$ cat src/rtl/ssp_consts.vh
// Constants for the sync serial port controller.
// Assumes inclusion by bare name from rtl/ and bench/ files.
`ifndef SSP_CONSTS_VH
`define SSP_CONSTS_VH

// Bus formats
`define SSP_FMT_SPI      2'h0
`define SSP_FMT_SSI      2'h1
`define SSP_FMT_ALT      2'h2

// Frame size code: bits = code + 1, legal 3..15
`define SSP_SIZE_MIN     4'h3
`define SSP_DATA_W       16
`define SSP_FIFO_DEPTH   8
`define SSP_FIFO_AW      3
`define SSP_CNT_W        4

// Divider reset value (half serial period minus one, in sys clocks)
`define SSP_DIV_RST      8'h04

`endif

$ cat src/rtl/ssp_ctrl.v
// Sync serial port controller: master or slave, three frame formats.
// Assumes pins pass through an outside pad ring resolving the enables.
//
// Functional notes
// Three formats share the same four pins
// Master or slave role is selectable
// Separate eight-frame transmit and receive FIFOs
// Frames 4 to 16 bits, full duplex
// One master, one slave per transfer
// Master makes clock; slave shifts on it
// Polarity selectable in SPI only
// Clock toggles only during frames
// Master asserts select before data, releases after; in SSI the code ends the pulse in ST_LEAD, before the first bit
// Select level depends on format
// Slave qualifies data by incoming select
// Slave drives return line; master samples it except in ALT format
// Unselected slave leaves return line undriven
// Master drives outgoing line; slave samples
// Outside logic gates selects for many slaves
// Pin direction follows current role
// Master starts only with transmit data queued
// Full receive FIFO drops frame, sets overrun
`include "ssp_consts.vh"

module ssp_ctrl (
  // Clock and reset
  input  wire                     sys_clk,
  input  wire                     rst,
  // Configuration
  input  wire                     enable,
  input  wire                     master_mode,
  input  wire [1:0]               bus_format,
  input  wire [3:0]               frame_size,
  input  wire                     clk_polarity,
  input  wire [7:0]               clk_div,
  // Transmit stream
  input  wire                     tx_valid,
  output wire                     tx_ready,
  input  wire [`SSP_DATA_W-1:0]   tx_data,
  // Receive stream
  output wire                     rx_valid,
  input  wire                     rx_ready,
  output wire [`SSP_DATA_W-1:0]   rx_data,
  // Status
  output wire [`SSP_FIFO_AW:0]    tx_level,
  output wire [`SSP_FIFO_AW:0]    rx_level,
  output wire                     busy,
  output reg                      overrun_r,
  input  wire                     overrun_clr,
  // Serial clock pin
  input  wire                     sclk_in,
  output reg                      sclk_out_r,
  output wire                     sclk_oe,
  // Frame sync / select pin
  input  wire                     frame_sync_line_in,
  output reg                      frame_sync_line_out_r,
  output wire                     frame_sync_line_oe,
  // Master-in slave-out pin
  input  wire                     miso_in,
  output reg                      miso_out_r,
  output wire                     miso_oe,
  // Master-out slave-in pin
  input  wire                     mosi_in,
  output reg                      mosi_out_r,
  output wire                     mosi_oe
);

  // ************************************************************
  // State and helpers
  // ************************************************************
  localparam ST_IDLE  = 2'h0;
  localparam ST_LEAD  = 2'h1;
  localparam ST_SHIFT = 2'h2;
  localparam ST_TAIL  = 2'h3;

  reg  [1:0]             st_r;
  reg  [7:0]             div_r;
  reg  [`SSP_CNT_W-1:0]  bit_r;
  reg                    phase_r;
  reg  [`SSP_DATA_W-1:0] sh_tx_r;
  reg  [`SSP_DATA_W-1:0] sh_rx_r;
  reg                    rx_push_r;
  reg  [`SSP_DATA_W-1:0] rx_word_r;
  reg  [3:0]             size_r;

  // Pin synchronisers: first stage read by second only
  reg  [1:0] sclk_s_r;
  reg  [1:0] fs_s_r;
  reg  [1:0] miso_s_r;
  reg  [1:0] mosi_s_r;
  reg        sclk_d_r;
  reg        fs_d_r;

  wire [`SSP_DATA_W-1:0] tx_q;
  wire                   tx_q_valid;
  wire                   tx_pop;
  wire                   rx_wr_ready;
  wire                   rx_push;

  // Polarity only in SPI
  function idle_level;
    input [1:0] fmt;
    input       pol;
    begin
      idle_level = (fmt == `SSP_FMT_SPI) ? pol : 1'b0;
    end
  endfunction

  // Select active level per format
  function sel_active;
    input [1:0] fmt;
    begin
      sel_active = (fmt == `SSP_FMT_SSI) ? 1'b1 : 1'b0;
    end
  endfunction

  // Left-justify so MSB goes first for any length
  function [`SSP_DATA_W-1:0] align_msb;
    input [`SSP_DATA_W-1:0] d;
    input [3:0]             sz;
    begin
      align_msb = d << (4'hF - sz);
    end
  endfunction

  // ************************************************************
  // FIFOs
  // ************************************************************
  // Independent transmit FIFO
  ssp_fifo u_tx_fifo (
    .sys_clk  (sys_clk),
    .rst      (rst),
    .wr_valid (tx_valid),
    .wr_ready (tx_ready),
    .wr_data  (tx_data),
    .rd_valid (tx_q_valid),
    .rd_ready (tx_pop),
    .rd_data  (tx_q),
    .level    (tx_level)
  );

  // Independent receive FIFO
  ssp_fifo u_rx_fifo (
    .sys_clk  (sys_clk),
    .rst      (rst),
    .wr_valid (rx_push),
    .wr_ready (rx_wr_ready),
    .wr_data  (rx_word_r),
    .rd_valid (rx_valid),
    .rd_ready (rx_ready),
    .rd_data  (rx_data),
    .level    (rx_level)
  );

  assign rx_push = rx_push_r;
  assign busy    = (st_r != ST_IDLE);

  // ************************************************************
  // Input sampling
  // ************************************************************
  always @(posedge sys_clk) begin
    if (rst) begin
      sclk_s_r <= 2'h0;
      fs_s_r   <= 2'h0;
      miso_s_r <= 2'h0;
      mosi_s_r <= 2'h0;
      sclk_d_r <= 1'b0;
      fs_d_r   <= 1'b0;
    end else begin
      sclk_s_r <= {sclk_s_r[0], sclk_in};
      fs_s_r   <= {fs_s_r[0], frame_sync_line_in};
      miso_s_r <= {miso_s_r[0], miso_in};
      mosi_s_r <= {mosi_s_r[0], mosi_in};
      sclk_d_r <= sclk_s_r[1];
      fs_d_r   <= fs_s_r[1];
    end
  end

  wire sclk_act  = sclk_s_r[1] ^ idle_level(bus_format, clk_polarity);
  wire sclk_prev = sclk_d_r ^ idle_level(bus_format, clk_polarity);
  wire lead_edge = sclk_act && !sclk_prev;
  wire trail_edge = !sclk_act && sclk_prev;
  // Slave selected by incoming select level
  wire slv_sel   = (fs_s_r[1] == sel_active(bus_format));
  wire ssi_pulse = fs_s_r[1] && !fs_d_r;

  // ************************************************************
  // Pin drivers
  // ************************************************************
  // Same four pins, any format
  // Directions follow role
  assign sclk_oe            = enable && master_mode;
  assign frame_sync_line_oe = enable && master_mode;
  assign mosi_oe            = enable && master_mode;
  // Slave drives return line when selected (SPI, ALT) or while busy (SSI)
  assign miso_oe = enable && !master_mode &&
                   (bus_format == `SSP_FMT_SSI ? (st_r != ST_IDLE) : slv_sel);

  // ************************************************************
  // Frame engine
  // ************************************************************
  // Master starts only with queued data
  wire m_start = enable && master_mode && tx_q_valid;
  wire s_start = enable && !master_mode &&
                 ((bus_format == `SSP_FMT_SSI) ? ssi_pulse : slv_sel);
  wire div_end = (div_r == 8'h00);
  wire frame_done_pulse = rx_push_r;
  assign tx_pop = (st_r == ST_IDLE) && (m_start || s_start) && tx_q_valid;

  // One engine, one peer per frame

  always @(posedge sys_clk) begin
    if (rst) begin
      st_r                  <= ST_IDLE;
      div_r                 <= `SSP_DIV_RST;
      bit_r                 <= 4'h0;
      phase_r               <= 1'b0;
      sh_tx_r               <= 16'h0000;
      sh_rx_r               <= 16'h0000;
      rx_push_r             <= 1'b0;
      rx_word_r             <= 16'h0000;
      size_r                <= `SSP_SIZE_MIN;
      sclk_out_r            <= 1'b0;
      frame_sync_line_out_r <= 1'b1;
      mosi_out_r            <= 1'b0;
      miso_out_r            <= 1'b0;
      overrun_r             <= 1'b0;
    end else begin
      rx_push_r <= 1'b0;
      // Set wins over clear
      if (frame_done_pulse && !rx_wr_ready) begin
        overrun_r <= 1'b1;
      end else if (overrun_clr) begin
        overrun_r <= 1'b0;
      end
      div_r <= div_end ? clk_div : div_r - 8'h01;
      case (st_r)
        ST_IDLE: begin
          // Clock parked at idle level
          sclk_out_r            <= idle_level(bus_format, clk_polarity);
          frame_sync_line_out_r <= ~sel_active(bus_format);
          phase_r               <= 1'b0;
          bit_r                 <= 4'h0;
          if (m_start || s_start) begin
            // Latch frame length, clamped to at least 4 bits
            size_r  <= (frame_size < `SSP_SIZE_MIN) ? `SSP_SIZE_MIN : frame_size;
            sh_tx_r <= align_msb(tx_q_valid ? tx_q : 16'h0000,
                                 (frame_size < `SSP_SIZE_MIN) ? `SSP_SIZE_MIN : frame_size);
            div_r   <= clk_div;
            // Stale bits would leak above short frames
            sh_rx_r <= 16'h0000;
            st_r    <= master_mode ? ST_LEAD : ST_SHIFT;
            // Select asserted before first bit
            frame_sync_line_out_r <= sel_active(bus_format);
          end
        end
        ST_LEAD: begin
          // Master presents first bit
          mosi_out_r <= sh_tx_r[15];
          if (bus_format == `SSP_FMT_SSI) begin
            frame_sync_line_out_r <= 1'b0;
          end
          if (div_end) begin
            st_r <= ST_SHIFT;
          end
        end
        ST_SHIFT: begin
          if (master_mode) begin
            // Master generates serial clock
            if (div_end) begin
              sclk_out_r <= ~sclk_out_r;
              phase_r    <= ~phase_r;
              if (!phase_r) begin
                // Master samples return line, shifts in zero in ALT format
                sh_rx_r <= {sh_rx_r[14:0],
                            (bus_format == `SSP_FMT_ALT) ? 1'b0 : miso_s_r[1]};
              end else begin
                sh_tx_r    <= {sh_tx_r[14:0], 1'b0};
                mosi_out_r <= sh_tx_r[14];
                bit_r      <= bit_r + 4'h1;
                if (bit_r == size_r) begin
                  st_r <= ST_TAIL;
                end
              end
            end
          end else begin
            // Slave shifts on received clock while selected (SPI, ALT) or until the last bit (SSI)
            miso_out_r <= sh_tx_r[15];
            if (lead_edge) begin
              sh_rx_r <= {sh_rx_r[14:0], mosi_s_r[1]};
            end
            if (trail_edge) begin
              sh_tx_r <= {sh_tx_r[14:0], 1'b0};
              bit_r   <= bit_r + 4'h1;
              if (bit_r == size_r) begin
                st_r <= ST_TAIL;
              end
            end
            if (bus_format != `SSP_FMT_SSI && !slv_sel) begin
              st_r <= ST_IDLE;
            end
          end
        end
        ST_TAIL: begin
          // Completed frame pushed to receive side
          rx_word_r <= sh_rx_r;
          rx_push_r <= 1'b1;
          sclk_out_r <= idle_level(bus_format, clk_polarity);
          // Select released after data
          frame_sync_line_out_r <= ~sel_active(bus_format);
          st_r <= ST_IDLE;
        end
        default: begin
          st_r <= ST_IDLE;
        end
      endcase
    end
  end

endmodule

$ cat src/rtl/ssp_fifo.v
// Eight-entry synchronous FIFO for serial frames.
// Assumes one clock, synchronous active-high reset.
`include "ssp_consts.vh"

module ssp_fifo (
  // Clock and reset
  input  wire                      sys_clk,
  input  wire                      rst,
  // Write side
  input  wire                      wr_valid,
  output wire                      wr_ready,
  input  wire [`SSP_DATA_W-1:0]    wr_data,
  // Read side
  output wire                      rd_valid,
  input  wire                      rd_ready,
  output wire [`SSP_DATA_W-1:0]    rd_data,
  // Status
  output wire [`SSP_FIFO_AW:0]     level
);

  reg [`SSP_DATA_W-1:0] mem [0:`SSP_FIFO_DEPTH-1];
  reg [`SSP_FIFO_AW:0]  wp_r;
  reg [`SSP_FIFO_AW:0]  rp_r;
  wire                  do_wr;
  wire                  do_rd;

  assign level    = wp_r - rp_r;
  assign wr_ready = (level != 4'h8);
  assign rd_valid = (wp_r != rp_r);
  assign rd_data  = mem[rp_r[`SSP_FIFO_AW-1:0]];
  assign do_wr    = wr_valid && wr_ready;
  assign do_rd    = rd_valid && rd_ready;

  always @(posedge sys_clk) begin
    if (do_wr) begin
      mem[wp_r[`SSP_FIFO_AW-1:0]] <= wr_data;
    end
  end

  always @(posedge sys_clk) begin
    if (rst) begin
      wp_r <= 4'h0;
      rp_r <= 4'h0;
    end else begin
      if (do_wr) begin
        wp_r <= wp_r + 4'h1;
      end
      if (do_rd) begin
        rp_r <= rp_r + 4'h1;
      end
    end
  end

endmodule
$ cat config.mk
export PLATFORM = sky130hd
export DESIGN_NAME = ssp_ctrl
export DESIGN_NICKNAME = d
export VERILOG_FILES = /design/src/rtl/ssp_ctrl.v /design/src/rtl/ssp_fifo.v
export VERILOG_INCLUDE_DIRS = /design/src /design/src/rtl
export SDC_FILE = /design/constraint.sdc
export NUM_CORES = 1
export LEC_CHECK = 0
export BUFFER_PORTS_ARGS = -buffer_cell sky130_fd_sc_hd__buf_2
export CORE_UTILIZATION = 50
export CTS_CLUSTER_DIAMETER = 150
export DETAILED_ROUTE_END_ITERATION = 8
export PLACE_DENSITY = 0.67
export SLEW_MARGIN = 20
export SYNTH_ARGS = -nofsm -noshare
export SYNTH_HDL_FRONTEND = slang
export SYNTH_SLANG_ARGS = --single-unit
$ cat constraint.sdc
create_clock -name sys_clk -period 4.27 [get_ports sys_clk]
set_clock_uncertainty 0.05 [all_clocks]
set_input_delay 0.2135 -clock sys_clk [delete_from_list [all_inputs] [get_ports sys_clk]]
set_output_delay 0.2135 -clock sys_clk [all_outputs]
set_load 0.02 [all_outputs]
==> results of run 1 <==
## per-stage QoR
stage	setup WS, ns	util	hold slack [ns]	area (um2)	cells
after global routing	0.577	0.587	0.0354	17400	1566
after floorplan	0.295	-	0.262	15200	1036
after detailed placement	0.875	0.536	0.377	15900	1469
after CTS	0.843	0.587	0.0122	17400	1566
after global placement	1.03	0.536	0.374	15900	1469
final	0.824	0.587	0.0299	17400	1566
## kinds of logic after synthesis
| group | synth area share |
|---|---|
| AND/OR/NAND/NOR | 0.0851 |
| adder cells (fa/ha/maj) | 0.0175 |
| multiplexers | 0.142 |
| buffers and inverters | 0.0339 |
| AO/OA/AOI/OAI | 0.0612 |
| XOR/XNOR | 0.0156 |
| flip-flops | 0.645 |
## cells in the final DEF (no fill, tap or decap), drive strengths merged, types with 4 or more instances in the layout
master / count
or3: 5
nor2: 108
edfxtp: 256
buf: 103
xnor2: 14
nor3: 22
mux2i: 48
nand4: 7
dlygate4sd3: 30
nand2b: 23
clkinv: 19
o21ai: 23
ha: 18
o22ai: 13
xor2: 13
nor4: 8
dfxtp: 105
a221oi: 9
nand2: 37
a21oi: 34
mux2: 21
nand3: 23
o211ai: 4
inv: 34
mux4: 62
a211oi: 15
nor2b: 19
clkbuf: 46
## what timing repair did
item,CTS,global route
hold buffers,30,0
resized for setup,0,0
hold endpoints to repair,143,0
## worst min-delay path, delay by kind of cell
kind	cells	cell delay, ns
simple gates	1	0.07
buf+inv	1	0.18
mux	1	0.09
## registers in the layout (all words and copies together), names as in the netlist, 2 cells and up, named ones only
signal / flops
bit_r: 4
div_r: 8
fs_s_r: 2
miso_s_r: 2
mosi_s_r: 2
rx_word_r: 16
sclk_s_r: 2
sh_rx_r: 16
sh_tx_r: 16
size_r: 4
st_r: 2
u_rx_fifo.mem: 128
u_rx_fifo.rp_r: 4
u_rx_fifo.wp_r: 4
u_tx_fifo.mem: 128
u_tx_fifo.rp_r: 4
u_tx_fifo.wp_r: 4
## final cells by class
class	count	area [um2]
multi-input cells	581	4940
inverters	34	128
flip-flops and latches	361	9790
clock inverters	21	179
repair buffers	133	887
clock buffers	46	1030
well taps	390	488
fillers	2334	12300
## metal layers
metal / up-vias / wire, um
met5: - / 0
met4: 0 / 603
met1: 4362 / 12900
li1: 4179 / -
met2: 176 / 14700
met3: 46 / 1200
## final timing paths
kind                                       endpoint              start  depth (start not counted)  slack, ns
worst min register to register          sclk_s_r[1]        sclk_s_r[0]                          1       0.39
worst max-delay path            u_rx_fifo.mem[7][5]  u_rx_fifo.wp_r[0]                         10       0.82
worst max register to register  u_rx_fifo.mem[7][5]  u_rx_fifo.wp_r[0]                         10       0.82
worst min-delay path                      size_r[3]      frame_size[3]                          3       0.03
## where the power goes
group          switching, W  internal [W]  total (W)
clock               0.00131       0.00185    0.00316
sequential         0.000132       0.00393    0.00406
combinational       0.00105      0.000699    0.00175
==> results by group, run 1 <==
Drt
  – Via count: 8,763
  – Vias per cell: 5.60
  – Post-route ant nets: 0
  – Wire per inst: 18.8 um
  – WL final: 29,400 um
  – DR DRC count: 0
  – DRT iter0 DRCs: 577
  – Drt pass-1 iters: 5

Floorplan
  – I/O Pins: 78
  – Core outline area: 29,700 um2
  – # rows: 63
  – Die height: 176 um
  – Initial Utilization: 0.511
  – Full die area: 31,100 um2
  – Die width: 176 um

Logic synthesis
  – Synthesized area: 15,200 um2
  – Synth area leader: edfxtp_1
  – Syn_area_per_cell: 14.7 um2
  – Synthesis Warnings: 0
  – Top cells by area, synth: edfxtp_1 51%, dfxtp_1 14%, mux4_2 7.6%
  – Flops & latches, synth: 361
  – Share of the synthesized area in the top cell type: 0.506
  – Top cells by count, synth: 256 x edfxtp_1, 108 x nor2_1, 105 x dfxtp_1
  – Register area share after synthesis: 0.645
  – Most common cell in the netlist: edfxtp_1
  – Number of flops mapped to enable cells by yosys: 256
  – Syn_nets: 1,098
  – Main flop type after synthesis: edfxtp_1
  – Library cells used by synthesis: 72
  – Async SR Flop Fraction: 0
  – Cells after Synth: 1,036

CTS
  – Clk slew on worst S/H paths: 0.05 ns
  – CTS Sinks: 361
  – CTS H-tree depth: 2
  – Root Driver: clkbuf_16
  – Worst-Skew Late Latency: 0.53 ns
  – Clock Path Buffers: 3
  – CTS buffer count: 38
  – # Post-CTS Setup Buffers: 0
  – CTS tree: done

Setup path
  – Critical path cell sequence: inv_1, ha_1, fa_1, xnor2_1, nor3_1, inv_1, o311ai_0, buf_4, nor2_1, buf_4
  – Critical path peak fanout: 10
  – Delay-heaviest family, CP: simple AND/OR/NAND/NOR gates
  – Worst Path Buf+Inv: 4
  – CP arrival: 3.61 ns
  – Setup Crit Path Kind: reg -> reg
  – CP Capture Type: flip-flop
  – Data required time of the worst path: 4.43 ns
  – CP peak stage delay: 0.75 ns
  – Startpoint Class: flip-flop
  – Slowest CP cell: nor2_1

Global routing
  – Met2 GRT Util: 0.329
  – First-pass GRT wire length: 46,000 um
  – Total global-route track usage: 0.191
  – Met3 GRT Util: 0.0340
  – Initial antenna violation count: 0
  – Gr busiest metal: met2
  – Pin count of the biggest net entering global routing: 105
  – Vias in the first global route: 8,636
  – Total global routing overflow: 0
  – GRT met1 Usage: 0.246

Timing
  – Max Fclk: 290 MHz
  – Period utilization: 0.807
  – Hold Violations, Final: 0
  – Final Setup Violations: 0
  – Min cycle time layout: 3.45 ns
  – Least-Margin Pin Slew: 1.05 ns
  – RSZ-0062 raised after global routing: no
  – TNS Setup: 0 ns
  – Max-slew headroom: 0.288
  – Final slew viol count: 0

Final layout
  – Post-layout nets: 1,211
  – Layout cells sized above 1: 0.216
  – Diode count: 0
  – Layout area overhead: 14.9%

Job
  – Max Cap Viol: 0

Placed design
  – Detailed placement HPWL: 18,100 um
  – Gpl congestion: 0.867
  – IO Port Bufs: 77

Power and ir drop
  – Pwr Density: 514 nW/um2
  – P_leak: 5.96 nW
  – Maximum VDD drop: 0.277 mV
  – Power Total: 0.00897 W

Run status
  – Run status: finished clean

Hold path
  – Worst min path class: in -> reg
No activity file was read; power rests on OpenSTA's default activity.
==> inputs of run 2 (changes only) <==
--- a/config.mk
+++ b/config.mk
@@ -6,6 +6,7 @@
 export SDC_FILE = /design/constraint.sdc
 export NUM_CORES = 1
 export LEC_CHECK = 0
+export ABC_AREA = 1
 export BUFFER_PORTS_ARGS = -buffer_cell sky130_fd_sc_hd__buf_2
 export CORE_UTILIZATION = 50
 export CTS_CLUSTER_DIAMETER = 150
==> constraint.sdc (replaced) <==
create_clock -name sys_clk -period 3.5 [get_ports sys_clk]
set_clock_uncertainty 0.05 [all_clocks]
set_input_delay 0.175 -clock sys_clk [delete_from_list [all_inputs] [get_ports sys_clk]]
set_output_delay 0.175 -clock sys_clk [all_outputs]
set_load 0.02 [all_outputs]
==> run 2 against run 1 <==
Net effect:
- the flow now finishes with violations (DRC)
- count of clock-buffer cells in the layout rose by 10
- worst setup slack got worse by 0.40 ns
- critical path depth down 3
- cell count increased by 35%
- synthesized cell count rose by 53%
- global-route usage rose by 3.1 points
- hold slack gained 0.022 ns
- clock power increased by 19%
- design area increased by 2.8%
- register-to-register slack lost 0.15 ns
- critical path type is now reg -> out
==> results by group, run 2 <==
Run status
  – Run status: finished, violations left
  – Failing checks: DRC

Timing
  – Final Setup Violations: 0
  – Final slew viol count: 0
  – Period utilization: 0.878
  – TNS Setup: 0 ns
  – Min cycle time layout: 3.07 ns
  – Least-Margin Pin Slew: 1.09 ns
  – Max Fclk: 325 MHz
  – Hold Violations, Final: 0
  – Max-slew headroom: 0.274
  – RSZ-0062 raised after global routing: no

Drt
  – Vias per cell: 5.40
  – Wire per inst: 16.8 um
  – Drt pass-1 iters: 7
  – DR DRC count: 1
  – DRT iter0 DRCs: 1,007
  – Post-route ant nets: 0
  – WL final: 35,400 um
  – Via count: 11,383

Placed design
  – Gpl congestion: 0.863
  – Detailed placement HPWL: 22,100 um
  – IO Port Bufs: 77
  – Post-Place Cells: 2,008

Setup path
  – Reg2Reg Depth: 10
  – RR Startpoint: u_rx_fifo.wp_r[0]
  – Setup Crit Path Kind: reg -> out
  – Startpoint Class: flip-flop
  – Slowest CP cell: dfxtp_2
  – Worst reg2reg setup slack: 0.67 ns
  – Data required time of the worst path: 3.27 ns
  – Critical path cell sequence: clkinv_1, buf_4, o21ai_0, o22ai_1, nor2_1, a31oi_1, buf_2
  – FF-to-FF End: u_rx_fifo.mem[6][0]
  – CP peak stage delay: 0.70 ns
  – Critical path peak fanout: 56
  – CP Capture Type: output pin
  – CP arrival: 2.85 ns

Final layout
  – Commonest cells after routing, fill and taps aside: 258 x nand2_1, 256 x edfxtp_1, 238 x nor2_1
  – Most common cell after layout, fill and taps aside: nand2_1
  – Layout cells sized above 1: 0.132
  – Layout area overhead: 13.6%
  – Final Non-Filler Cells: 2,108
  – Diode count: 0
  – # fillers: 2,546
  – Post-layout nets: 1,746

CTS
  – Clk slew on worst S/H paths: 0.06 ns
  – CTS H-tree depth: 2
  – CTS Sinks: 361
  – Root Driver: clkbuf_16
  – Clock Path Buffers: 3
  – CTS buffer count: 38
  – Worst-Skew Late Latency: 0.53 ns
  – CTS tree: done
  – CTS-repair resized insts: 0

Logic synthesis
  – Number of flops mapped to enable cells by yosys: 256
  – Synthesized area: 15,800 um2
  – Main flop type after synthesis: edfxtp_1
  – Library cells used by synthesis: 52
  – Syn_area_per_cell: 9.95 um2
  – Flops & latches, synth: 361
  – Async SR Flop Fraction: 0
  – Synthesis Warnings: 0
  – Register area share after synthesis: 0.620
  – Top cells by count, synth: 258 x nand2_1, 256 x edfxtp_1, 239 x nor2_1
  – Most common cell in the netlist: nand2_1
  – Syn_nets: 1,649
  – Cells after Synth: 1,587
  – Top cells by area, synth: edfxtp_1 49%, dfxtp_1 13%, nand2_1 6.1%
  – Synth area leader: edfxtp_1
  – Share of the synthesized area in the top cell type: 0.487

Floorplan
  – Full die area: 32,300 um2
  – Die height: 180 um
  – I/O Pins: 78
  – # rows: 64
  – Die width: 180 um
  – Initial Utilization: 0.512
  – Core outline area: 30,800 um2

Global routing
  – Initial antenna violation count: 0
  – Vias in the first global route: 10,984
  – Total global routing overflow: 0
  – First-pass GRT wire length: 57,500 um
  – Total global-route track usage: 0.222
  – Pin count of the biggest net entering global routing: 69

Hold path
  – Min-Delay Path Depth: 5
  – Hold Startpoint: bus_format[1]
  – Worst Hold Endpoint: frame_sync_line_out_r
  – Worst min path class: in -> reg

Power and ir drop
  – Maximum VDD drop: 0.496 mV
  – P_leak: 7.06 nW
  – Pwr Density: 753 nW/um2

Job
  – Max Cap Viol: 0
-- run 2: cell types whose count changed after synthesis, sizes merged, moves of 20 or more --
cell / delta
a21oi: +46
inv: +90
mux2: -20
mux2i: -48
mux4: -62
nand2: +230
nand2b: -23
nand3: +129
nor2: +146
o21ai: +125
-- run 2: logic make-up after synthesis --
group                      synth area share
adders and majority gates            0.0168
AOI/OAI and AO/OA                    0.0929
buffers and inverters                0.0585
DFF                                   0.620
xor gates and xnor gates             0.0105
and+or+nand+nor                       0.201
muxes                              0.000713
-- run 2: stage by stage --
step | cell area [um2] | worst slack (ns) | util | hold WS, ns | power, W
global route | 17900 | 0.189 | 0.582 | 0.0555 | 0.0143
CTS | 17900 | 0.435 | 0.582 | 0.0321 | 0.0136
finish | 17900 | 0.426 | 0.582 | 0.0518 | 0.0135
global placement | 16500 | 0.411 | 0.534 | 0.323 | 0.00973
detailed placement | 16500 | 0.672 | 0.534 | 0.333 | 0.00981
floorplan | 15800 | 0.398 | - | 0.224 | 0.00877
-- run 2: how the worst max path moves through the flow --
stage                           end  depth (start not counted)  slack (ns)         startpoint
2_1_floorplan   u_tx_fifo.mem[0][0]                         11        0.40  u_tx_fifo.wp_r[0]
3_3_place_gp   u_rx_fifo.mem[6][11]                         10        0.41  u_rx_fifo.wp_r[0]
3_5_place_dp   u_rx_fifo.mem[6][11]                         10        0.67  u_rx_fifo.wp_r[0]
4_1_cts                  rx_data[1]                          7        0.43          flip-flop
5_1_grt                  rx_data[1]                          7        0.19          flip-flop
6_report                 rx_data[1]                          7        0.43          flip-flop
-- run 2: final cells by class --
| cell class | instances | area, um2 | share of cell area |
|---|---|---|---|
| flip-flops and latches | 361 | 9790 | 0.546 |
| multi-input cells | 1019 | 5080 | 0.283 |
| clock buffers | 56 | 1070 | 0.0598 |
| repair buffers | 139 | 931 | 0.0519 |
| well taps | 396 | 495 | 0.0276 |
| inverters | 125 | 479 | 0.0267 |
| clock inverters | 12 | 86.3 | 0.00481 |
-- run 2: repair_timing --
action / in CTS / in global routing
hold buffers: 32 / 0
buffers inserted: 0 / 0
endpoints found under the hold margin: 146 / 0
-- run 2: power breakdown --
part,switching (W),internal (W)
combinational,0.00306,0.00139
sequential,0.000308,0.00502
clock,0.00161,0.00214
total,0.00497,0.00854
-- run 2: worst max-delay path, delay by kind of cell, from the launching register on --
family	cells	cell delay (ns)
AOI/OAI and AO/OA	3	0.41
buffers and inverters	3	0.95
DFF	1	0.70
and+or+nand+nor	1	0.24
-- run 2: per-layer routing --
metal | up-vias | part of all wire | global-route usage
li1 | 5609 | - | -
met1 | 5388 | 0.46 | 0.318
met2 | 333 | 0.46 | 0.351
met3 | 53 | 0.066 | 0.0385
met4 | 0 | 0.015 | 0.0555
met5 | - | 0 | 0
